[config.mk]
export PLATFORM = sky130hd
export DESIGN_NAME = wit_watchdog_interval_timer
export DESIGN_NICKNAME = d
export VERILOG_FILES = /design/src/wit_pkg.sv /design/src/wit_watchdog_interval_timer.sv
export SDC_FILE = /design/constraint.sdc
export NUM_CORES = 1
export LEC_CHECK = 0
export BUFFER_PORTS_ARGS = -buffer_cell sky130_fd_sc_hd__buf_2
export CORE_ASPECT_RATIO = 1.25
export CORE_MARGIN = 3
export CORE_UTILIZATION = 50
export CTS_BUF_LIST = sky130_fd_sc_hd__clkbuf_4 sky130_fd_sc_hd__clkbuf_8
export CTS_CLUSTER_SIZE = 28
export DETAILED_ROUTE_END_ITERATION = 16
export PLACE_DENSITY = 0.76
export SYNTH_ARGS = -nofsm -noshare
export SYNTH_HDL_FRONTEND = slang
export SYNTH_SLANG_ARGS = --single-unit
[constraint.sdc]
create_clock -name clk_i -period 3.5 [get_ports clk_i]
set_input_delay 1.05 -clock clk_i [delete_from_list [all_inputs] [get_ports clk_i]]
set_output_delay 1.05 -clock clk_i [all_outputs]
set_load 0.02 [all_outputs]
[src/wit_pkg.sv]
package wit_pkg;
    // keyed word writes
    localparam logic [7:0] KEY_CNT = 8'h5a;
    localparam logic [7:0] KEY_CSR = 8'ha5;
    localparam logic [7:0] WATCHDOG_OVERFLOW_FLAG_CLR_DATA = 8'h00;
    // timer_ctrl_status layout
    localparam int CSR_OVF = 7;
    localparam int CSR_WT = 6;
    localparam int CSR_TME = 5;
    localparam logic [7:0] CSR_RESERVED = 8'h18;
    localparam logic [7:0] CSR_RESET = 8'h18;
    // reset_ctrl_status layout
    localparam int RCS_WATCHDOG_OVERFLOW_FLAG = 7;
    localparam int RCS_CHIP_RESET_ENABLE = 6;
    localparam int RCS_RESET_KIND_SELECT = 5;
    localparam logic [7:0] RCS_RESERVED = 8'h1f;
    localparam logic [7:0] CNT_RESET = 8'h00;
    localparam logic [7:0] CNT_MAX = 8'hff;
    // pulse lengths in system clocks
    localparam logic [7:0] OVF_CYCLES = 8'd128;
    localparam logic [9:0] RST_CYCLES = 10'd512;
    // prescaler: log2 of each divider selection
    localparam int PRE_W = 13;
    localparam logic [3:0] DIV_LOG2 [0:7] = '{4'd1, 4'd6, 4'd7, 4'd8, 4'd9, 4'd10, 4'd12, 4'd13};
    typedef enum logic [1:0] {
        WIT_RUN = 2'b00,
        WIT_STANDBY = 2'b01,
        WIT_WAKE = 2'b11
    } wit_pwr_t;
endpackage

[src/wit_watchdog_interval_timer.sv]
`timescale 1ns/10ps
`default_nettype none
// How it works
// RQ1: both mode bits set runs watchdog counting
// RQ2: software rewrites counter before it overflows
// RQ3: watchdog overflow drives output low 128 clocks
// RQ4: reset enable starts chip reset simultaneously
// RQ5: reset kind bit picks power-on or manual
// RQ6: chip reset held for 512 clocks
// RQ7: external reset wins, clears watchdog flag
// RQ8: interval mode requests interrupt each overflow
// RQ9: interval overflow sets its flag with interrupt
// RQ10: watchdog overflow sets watchdog flag
// RQ11: standby refused while timer runs
// RQ12: software picks divider covering oscillator settling
// RQ13: nmi wakes, counter wrap ends standby
// RQ14: counter write beats coincident increment
// RQ15: stop timer before changing divider
// RQ16: stop timer before switching modes
// RQ17: no chip reset: counter and control reset
// RQ18: keyed word writes select counter or control
// RQ19: keyed writes clear flag or load bits
// RQ20: reset control survives watchdog reset only
// RQ21: interval overflow never sets watchdog flag
// RQ22: overflow output idles high
module wit_watchdog_interval_timer (
    // clock and resets
    input wire logic clk_i,
    input wire logic rst_i,
    input wire logic external_reset_n_i,
    // register writes
    input wire logic wr_i,
    input wire logic wr_sel_rst_i,
    input wire logic wr_word_i,
    input wire logic [15:0] wr_data_i,
    // register contents
    output logic [7:0] up_counter_o,
    output logic [7:0] timer_ctrl_status_o,
    output logic [7:0] reset_ctrl_status_o,
    // power control
    input wire logic standby_req_i,
    input wire logic nmi_i,
    output logic standby_o,
    // events
    output logic overflow_out_n_o,
    output logic chip_reset_o,
    output logic chip_reset_manual_o,
    output logic interval_interrupt_o
);
    logic [7:0] cnt_q, cnt_d;
    logic ovf_flag_q, ovf_flag_d;
    logic wt_q, wt_d, tme_q, tme_d;
    logic [2:0] cks_q, cks_d;
    logic watchdog_overflow_flag_q, watchdog_overflow_flag_d, chip_reset_enable_q, chip_reset_enable_d, reset_kind_select_q, reset_kind_select_d;
    logic [wit_pkg::PRE_W-1:0] pre_q, pre_d, pre_mask;
    logic [7:0] ovf_cnt_q, ovf_cnt_d;
    logic [9:0] rst_cnt_q, rst_cnt_d;
    logic ovf_n_q, chip_rst_q, manual_q, irq_q;
    wit_pkg::wit_pwr_t pwr_q, pwr_d;

    wire ext_rst = rst_i || !external_reset_n_i;
    wire key_cnt = wr_i && wr_word_i && (wr_data_i[15:8] == wit_pkg::KEY_CNT);
    wire key_csr = wr_i && wr_word_i && (wr_data_i[15:8] == wit_pkg::KEY_CSR);
    wire wr_cnt = key_cnt && !wr_sel_rst_i; // [RQ18]
    wire wr_csr = key_csr && !wr_sel_rst_i; // [RQ18]
    wire wr_rcs_bits = key_cnt && wr_sel_rst_i; // [RQ19]
    wire wr_watchdog_overflow_flag_clr = key_csr && wr_sel_rst_i && (wr_data_i[7:0] == wit_pkg::WATCHDOG_OVERFLOW_FLAG_CLR_DATA); // [RQ19]
    wire waking = (pwr_q == wit_pkg::WIT_WAKE);
    wire counting = (tme_q && pwr_q == wit_pkg::WIT_RUN) || waking; // [RQ1] [RQ8]
    assign pre_mask = (wit_pkg::PRE_W)'((14'h1 << wit_pkg::DIV_LOG2[cks_q]) - 14'h1);
    wire tick = counting && ((pre_q & pre_mask) == pre_mask);
    wire wrap = tick && !wr_cnt && (cnt_q == wit_pkg::CNT_MAX);
    wire wd_ovf = wrap && !waking && wt_q; // [RQ1]
    wire it_ovf = wrap && !waking && !wt_q; // [RQ8]
    wire wd_clear = wd_ovf; // [RQ17]
    wire enter_sb = standby_req_i && !tme_q && pwr_q == wit_pkg::WIT_RUN; // [RQ11]

    // power state
    always_comb begin
        pwr_d = pwr_q;
        unique case (pwr_q)
            wit_pkg::WIT_RUN: if (enter_sb) pwr_d = wit_pkg::WIT_STANDBY;
            wit_pkg::WIT_STANDBY: if (nmi_i) pwr_d = wit_pkg::WIT_WAKE; // [RQ13]
            wit_pkg::WIT_WAKE: if (wrap) pwr_d = wit_pkg::WIT_RUN; // [RQ13]
            default: pwr_d = wit_pkg::WIT_RUN;
        endcase
    end

    // counter, prescaler and control
    always_comb begin
        pre_d = counting ? pre_q + 1'b1 : '0;
        if (pwr_q == wit_pkg::WIT_STANDBY) pre_d = '0;
        cnt_d = cnt_q;
        if (pwr_q == wit_pkg::WIT_STANDBY) cnt_d = wit_pkg::CNT_RESET;
        else if (wr_cnt) cnt_d = wr_data_i[7:0]; // [RQ14]
        else if (wd_clear) cnt_d = wit_pkg::CNT_RESET; // [RQ17]
        else if (tick) cnt_d = cnt_q + 8'h01;
        ovf_flag_d = ovf_flag_q;
        wt_d = wt_q;
        tme_d = tme_q;
        cks_d = cks_q;
        if (wr_csr) begin
            wt_d = wr_data_i[wit_pkg::CSR_WT];
            tme_d = wr_data_i[wit_pkg::CSR_TME];
            cks_d = wr_data_i[2:0];
            if (!wr_data_i[wit_pkg::CSR_OVF]) ovf_flag_d = 1'b0;
        end
        if (it_ovf) ovf_flag_d = 1'b1; // [RQ9]
        if (wd_clear) begin
            ovf_flag_d = wit_pkg::CSR_RESET[wit_pkg::CSR_OVF]; // [RQ17]
            wt_d = wit_pkg::CSR_RESET[wit_pkg::CSR_WT];
            tme_d = wit_pkg::CSR_RESET[wit_pkg::CSR_TME];
            cks_d = wit_pkg::CSR_RESET[2:0];
        end
        watchdog_overflow_flag_d = watchdog_overflow_flag_q;
        chip_reset_enable_d = chip_reset_enable_q;
        reset_kind_select_d = reset_kind_select_q;
        if (wr_watchdog_overflow_flag_clr) watchdog_overflow_flag_d = 1'b0;
        if (wr_rcs_bits) begin
            chip_reset_enable_d = wr_data_i[wit_pkg::RCS_CHIP_RESET_ENABLE];
            reset_kind_select_d = wr_data_i[wit_pkg::RCS_RESET_KIND_SELECT];
        end
        if (wd_ovf) watchdog_overflow_flag_d = 1'b1; // [RQ10] [RQ21]
        if (pwr_q == wit_pkg::WIT_STANDBY) begin
            watchdog_overflow_flag_d = 1'b0; // [RQ20]
            chip_reset_enable_d = 1'b0;
            reset_kind_select_d = 1'b0;
        end
        ovf_cnt_d = wd_ovf ? wit_pkg::OVF_CYCLES : (ovf_cnt_q != 8'h00 ? ovf_cnt_q - 8'h01 : 8'h00); // [RQ3]
        rst_cnt_d = (wd_ovf && chip_reset_enable_q) ? wit_pkg::RST_CYCLES : // [RQ4] [RQ6]
                    (rst_cnt_q != 10'h000 ? rst_cnt_q - 10'h001 : 10'h000);
    end

    always_ff @(posedge clk_i) begin
        if (ext_rst) begin // [RQ7]
            pwr_q <= wit_pkg::WIT_RUN;
            pre_q <= '0;
            cnt_q <= wit_pkg::CNT_RESET;
            ovf_flag_q <= wit_pkg::CSR_RESET[wit_pkg::CSR_OVF];
            wt_q <= wit_pkg::CSR_RESET[wit_pkg::CSR_WT];
            tme_q <= wit_pkg::CSR_RESET[wit_pkg::CSR_TME];
            cks_q <= wit_pkg::CSR_RESET[2:0];
            watchdog_overflow_flag_q <= wit_pkg::RCS_RESERVED[wit_pkg::RCS_WATCHDOG_OVERFLOW_FLAG]; // [RQ7] [RQ20]
            chip_reset_enable_q <= wit_pkg::RCS_RESERVED[wit_pkg::RCS_CHIP_RESET_ENABLE];
            reset_kind_select_q <= wit_pkg::RCS_RESERVED[wit_pkg::RCS_RESET_KIND_SELECT];
            ovf_cnt_q <= 8'h00;
            rst_cnt_q <= 10'h000;
            ovf_n_q <= 1'b1;
            chip_rst_q <= 1'b0;
            manual_q <= 1'b0;
            irq_q <= 1'b0;
        end else begin
            pwr_q <= pwr_d;
            pre_q <= pre_d;
            cnt_q <= cnt_d;
            ovf_flag_q <= ovf_flag_d;
            wt_q <= wt_d;
            tme_q <= tme_d;
            cks_q <= cks_d;
            watchdog_overflow_flag_q <= watchdog_overflow_flag_d;
            chip_reset_enable_q <= chip_reset_enable_d;
            reset_kind_select_q <= reset_kind_select_d;
            ovf_cnt_q <= ovf_cnt_d;
            rst_cnt_q <= rst_cnt_d;
            ovf_n_q <= (ovf_cnt_d == 8'h00); // [RQ22]
            chip_rst_q <= (rst_cnt_d != 10'h000);
            manual_q <= (wd_ovf && chip_reset_enable_q) ? reset_kind_select_q : manual_q; // [RQ5]
            irq_q <= it_ovf; // [RQ8]
        end
    end

    assign up_counter_o = cnt_q;
    assign timer_ctrl_status_o = wit_pkg::CSR_RESERVED | {ovf_flag_q, wt_q, tme_q, 2'b00, cks_q};
    assign reset_ctrl_status_o = wit_pkg::RCS_RESERVED | {watchdog_overflow_flag_q, chip_reset_enable_q, reset_kind_select_q, 5'h00};
    assign standby_o = (pwr_q != wit_pkg::WIT_RUN);
    assign overflow_out_n_o = ovf_n_q;
    assign chip_reset_o = chip_rst_q;
    assign chip_reset_manual_o = manual_q;
    assign interval_interrupt_o = irq_q;

    a_ovf_low_len: assert property (@(posedge clk_i) disable iff (ext_rst) // [RQ3]
        $rose(wd_ovf) |=> !overflow_out_n_o [*8]) else $error("overflow output not held low");
    a_ovf_ends: assert property (@(posedge clk_i) disable iff (ext_rst) // [RQ3]
        (ovf_cnt_q == 8'h01 && !wd_ovf) |=> overflow_out_n_o) else $error("overflow output too long");
    a_rst_same_cycle: assert property (@(posedge clk_i) disable iff (ext_rst) // [RQ4]
        (wd_ovf && chip_reset_enable_q) |=> (chip_reset_o && !overflow_out_n_o)) else $error("chip reset not simultaneous");
    a_rst_kind: assert property (@(posedge clk_i) disable iff (ext_rst) // [RQ5]
        (wd_ovf && chip_reset_enable_q) |=> (chip_reset_manual_o == $past(reset_kind_select_q))) else $error("wrong reset kind");
    a_rst_len: assert property (@(posedge clk_i) disable iff (ext_rst) // [RQ6]
        (rst_cnt_q == 10'h001 && !(wd_ovf && chip_reset_enable_q)) |=> !chip_reset_o) else $error("chip reset too long");
    a_ext_wins: assert property (@(posedge clk_i) // [RQ7]
        !external_reset_n_i |=> (!reset_ctrl_status_o[wit_pkg::RCS_WATCHDOG_OVERFLOW_FLAG] && overflow_out_n_o))
        else $error("external reset did not win");
    a_irq_flag: assert property (@(posedge clk_i) disable iff (ext_rst) // [RQ8] [RQ9]
        it_ovf |=> (interval_interrupt_o && timer_ctrl_status_o[wit_pkg::CSR_OVF])) else $error("interval event lost");
    a_watchdog_overflow_flag_set: assert property (@(posedge clk_i) disable iff (ext_rst) // [RQ10]
        wd_ovf |=> reset_ctrl_status_o[wit_pkg::RCS_WATCHDOG_OVERFLOW_FLAG]) else $error("watchdog flag not set");
    a_no_watchdog_overflow_flag_it: assert property (@(posedge clk_i) disable iff (ext_rst) // [RQ21]
        (it_ovf && !watchdog_overflow_flag_q) |=> !reset_ctrl_status_o[wit_pkg::RCS_WATCHDOG_OVERFLOW_FLAG]) else $error("flag set in interval mode");
    a_sb_refused: assert property (@(posedge clk_i) disable iff (ext_rst) // [RQ11]
        (!standby_o && tme_q) |=> !standby_o) else $error("standby entered while running");
    a_wake_end: assert property (@(posedge clk_i) disable iff (ext_rst) // [RQ13]
        (waking && wrap) |=> (!standby_o && up_counter_o == 8'h00)) else $error("standby not ended");
    a_write_wins: assert property (@(posedge clk_i) disable iff (ext_rst) // [RQ14]
        (wr_cnt && !standby_o) |=> (up_counter_o == $past(wr_data_i[7:0]))) else $error("write lost to increment");
    a_wd_clear: assert property (@(posedge clk_i) disable iff (ext_rst) // [RQ17]
        (wd_ovf && !wr_cnt && !wr_csr) |=> (up_counter_o == 8'h00 && !timer_ctrl_status_o[wit_pkg::CSR_TME]))
        else $error("timer not reset on overflow");
    a_ovf_idle: assert property (@(posedge clk_i) // [RQ22]
        (ext_rst || (ovf_cnt_q == 8'h00 && !wd_ovf)) |=> overflow_out_n_o)
        else $error("overflow output not idle high");
    a_sb_cleared: assert property (@(posedge clk_i) disable iff (ext_rst) // [RQ13] [RQ20]
        (pwr_q == wit_pkg::WIT_STANDBY) |=>
            (up_counter_o == wit_pkg::CNT_RESET && reset_ctrl_status_o == wit_pkg::RCS_RESERVED))
        else $error("standby did not clear counter or reset control");
    a_rcs_keep: assert property (@(posedge clk_i) disable iff (ext_rst) // [RQ18] [RQ20]
        (!wr_watchdog_overflow_flag_clr && !wr_rcs_bits && !wd_ovf && pwr_q == wit_pkg::WIT_RUN) |=> $stable(reset_ctrl_status_o))
        else $error("reset control changed without a keyed write");
    a_cnt_keep: assert property (@(posedge clk_i) disable iff (ext_rst) // [RQ18]
        (!wr_cnt && !tick && pwr_q == wit_pkg::WIT_RUN) |=> $stable(up_counter_o))
        else $error("counter changed without write or tick");
endmodule
`default_nettype wire

==> summary.txt <==
Outcome
  • Status: finished clean

Route
  • 1st-iter DRT viols: 90
  • DR DRC count: 0
  • DR WL/cell: 13.4 um
  • Drt pass-1 iters: 4
  • Total number of vias: 2,463
  • DR vias/cell: 5.50
  • Final ANT Viol Nets: 0
  • Final WL: 5.99 mm

Pwr
  • Sw power: 0.663 mW
  • Sw Ratio: 0.359
  • Leakage: 1.36 nW
  • Clock power frac: 0.190
  • Power Internal: 1.18 mW
  • Gate power share: 0.390
  • Seq pwr share: 0.420
  • Power, Total: 1.85 mW
  • Peak supply drop: 512 uV
  • Power Dens Cells: 578 nW/um^2

Synthesis
  • Avg Synthesized Cell Area: 8.36 um^2
  • Synth Area in Compound Gates: 0.126
  • Unique masters post-synth: 51
  • Multiplexer area fraction after synthesis: 0.0350
  • Adder-cell area share of the yosys netlist: 0.0350
  • Warnings, synthesis: 0
  • Simple-gate portion of the synthesized area: 0.296
  • Fraction of registers with async set/reset: 0
  • Synthesized instance count: 342
  • EDFF count, synth: 0
  • #FFs+latches synth: 54
  • Seq/Total Area, Yosys: 0.378
  • Top_reg_cell synth: dfxtp_1
  • Synth Area in XOR/XNOR: 0.0705
  • Synthesized area: 2860 um^2
  • Main combinational cell family by area after synthesis: simple AND/OR/NAND/NOR gates

Place
  • Worst slack, placed: 0.107 ns
  • Placer Congestion: 0.854
  • Port Buffers: 45
  • Post-DP HPWL: 4.68 mm

Floorplanning
  • Die span in x: 73.6 um
  • Core Area: 5480 um^2
  • Die area: 6670 um^2
  • Die Y: 90.5 um
  • IO Pins: 53
  • Num rows: 30
  • Starting Density: 0.522

Finish
  • Fill cell count: 524
  • FF+latch area: 1080 um^2
  • Nets@finish: 415
  • Area Overhead vs Synth: 11.6%
  • Antenna fix cells: 0
  • Multi-input gate area: 1660 um^2
  • Share of post-route cells with drive strength above 1: 0.174

Global routing
  • Gr ovfl total: 0
  • Initial antenna violation count: 0
  • Largest net degree at the start of global routing: 17
  • Overall Global Routing Usage: 0.189
  • Global-route wire length before repair: 10.4 mm
  • Number of global-route vias before repair: 2,343

Timing
  • Minimum clock period: 3.24 ns
  • Max Slew Vio Count: 0
  • Final TNS setup: 0 ns
  • Final period utilization: 0.925
  • Hold_ws: 0.467 ns
  • PnR worst setup slack: 0.263 ns
  • Skew final: 0.00826 ns
  • Final hold vios: 0
  • Final setup viols: 0
  • Max_slew headroom: 0.509
  • Top achievable clock speed: 309 MHz
  • RSZ-0062 raised after global routing: false
  • Slew @ Worst Pin: 0.734 ns

Run
  • Max_cap viols: 0

CTS
  • Hold-fix buffers at CTS: 0
  • Clock latency on the worst-skew pair: 0.31 ns
  • Clock-pin transition on the worst setup and hold timing paths: 0.10 ns
  • Clk root buf: clkbuf_8
  • CTS tree: done
  • Clock Sinks: 54
  • CTS buffer count: 5
  • Max clock buf depth: 2
  • H-tree Lvls: 2
  • Postcts setup bufs: 0

Worst setup path
  • CP Capture Type: flop
  • Most common cell on crit path: ha_1
  • CP max stage delay: 0.53 ns
  • Worst path required time: 3.69 ns
  • WS Path Type: flop to flop
  • Slowest cell on crit path: or4_4
  • Crit-path max FO: 11
  • Startpoint types: flop
  • Critical path arrival: 3.43 ns
  • CP cell instances: inv_1 -> ha_1 -> nor3b_2 -> nand2_1 -> ha_1 -> o22ai_1 -> or4_4 -> a2111oi_4 -> nand2_2 -> o211ai_4 -> nor2_1

Min path
  • Hold Path Class: flop to flop
[cell usage after synthesis, types with 5 or more instances]
cell	n	area, um^2
a21oi_1	14	70.1
ha_1	8	100
or3_1	5	31.3
o21ai_0	8	40.0
mux2i_1	10	100
nand2_1	24	90.1
nand3_1	17	85.1
nor2b_1	7	43.8
buf_4	14	105
nor2_1	52	195
xor2_1	14	123
inv_1	10	37.5
xnor2_1	9	78.8
a31oi_1	5	31.3
nand4_1	8	50.1
and2_1	5	31.3
and3_1	10	62.6
nor3_1	14	70.1
dfxtp_1	54	1080
[layout by cell type (no fill, tap or decap), types with 2 or more instances in the layout]
cell type | netlist | final
dfxtp_1 | 54 | 54
nand2b_1 | 2 | 2
or3_1 | 5 | 5
nand3_1 | 17 | 17
mux2i_1 | 10 | 10
ha_1 | 8 | 8
buf_4 | 14 | 3
o21ai_0 | 8 | 8
conb_1 | 1 | 7
inv_1 | 10 | 10
clkbuf_8 | 0 | 5
o21ai_1 | 2 | 2
nand4_1 | 8 | 8
nor2b_1 | 7 | 7
nor3_1 | 14 | 14
xnor2_1 | 9 | 9
and3_1 | 10 | 10
o21a_1 | 3 | 3
nor4_1 | 4 | 4
nand4b_1 | 2 | 2
nor3b_1 | 4 | 3
nor4bb_1 | 4 | 4
a21boi_0 | 3 | 3
a211o_1 | 2 | 2
xor2_1 | 14 | 14
a31oi_1 | 5 | 5
and2_1 | 5 | 5
o211ai_4 | 0 | 2
buf_2 | 2 | 45
nand2_1 | 24 | 24
a21oi_1 | 14 | 14
nor2_1 | 52 | 52
[final cells by class]
type | count | area share
Timing Repair Buffer | 48 | 0.0776
Multi-Input combinational cell | 264 | 0.519
Tap cell | 64 | 0.0251
Inverter | 10 | 0.0118
Sequential cell | 54 | 0.339
Clock inverter | 2 | 0.00431
Clock buffer | 6 | 0.0239
[state kept, by name, summed over array words and instances, names as in the netlist]
name	flops
chip_reset_enable_q	1
ovf_cnt_q	8
overflow_out_n_o	1
up_counter_o	8
ovf_flag_q	1
chip_reset_o	1
watchdog_overflow_flag_q	1
rst_cnt_q	10
reset_kind_select_q	1
interval_interrupt_o	1
cks_q	3
pwr_q	2
wt_q	1
pre_q	13
chip_reset_manual_o	1
tme_q	1
[worst max-delay path: cells and delay by family (launching register included)]
kind / cells / cell delay [ns]
AO/OA/AOI/OAI: 3 / 0.71
buffers and inverters: 1 / 0.11
adder cells (fa/ha/maj): 2 / 0.66
AND/OR/NAND/NOR: 5 / 1.22
flip-flops: 1 / 0.41
[kinds of logic after synthesis]
family,after synthesis
xor gates and xnor gates,23
DFF,54
muxes,10
other,1
buffers and inverters,30
and+or+nand+nor,165
adders and majority gates,8
AOI/OAI and AO/OA,51
[path summary, 6_finish.rpt]
path	cells past startpoint	from	slack (ns)	end
worst min register to register	2	chip_reset_manual_o	0.47	chip_reset_manual_o
worst max register to register	11	cks_q[1]	0.26	ovf_cnt_q[2]
worst max-delay path	11	cks_q[1]	0.26	ovf_cnt_q[2]
worst min-delay path	2	chip_reset_manual_o	0.47	chip_reset_manual_o
[routing by layer]
| layer | vias up | global-route usage | wire length [um] |
|---|---|---|---|
| met5 | - | 0 | 0 |
| met3 | 6 | 0.0334 | 254 |
| li1 | 1265 | - | - |
| met1 | 1137 | 0.250 | 2660 |
| met4 | 0 | 0.0453 | 59 |
| met2 | 55 | 0.314 | 3010 |
[power groups by stage]
stage	sequential, mW	combinational, mW	clock [mW]
finish	0.775	0.720	0.351
global route	0.790	0.826	0.385
CTS	0.775	0.702	0.360
detailed placement	0.788	0.697	0
global placement	0.786	0.681	0
floorplan	0.783	0.577	0
[metrics by stage]
step,cell area (um^2),utilization,std cells
floorplan,2880,-,348
global placement,3080,0.562,440
finish,3190,0.582,448
detailed placement,3080,0.562,440
CTS,3170,0.578,448
global route,3190,0.582,448
[repair_timing]
item / CTS / global route
gates resized for setup: 0 / 3
endpoints found under the setup margin: 0 / 26
hold endpoints to repair: 0 / 0
Note: power is estimated with default switching activity, not from simulation.
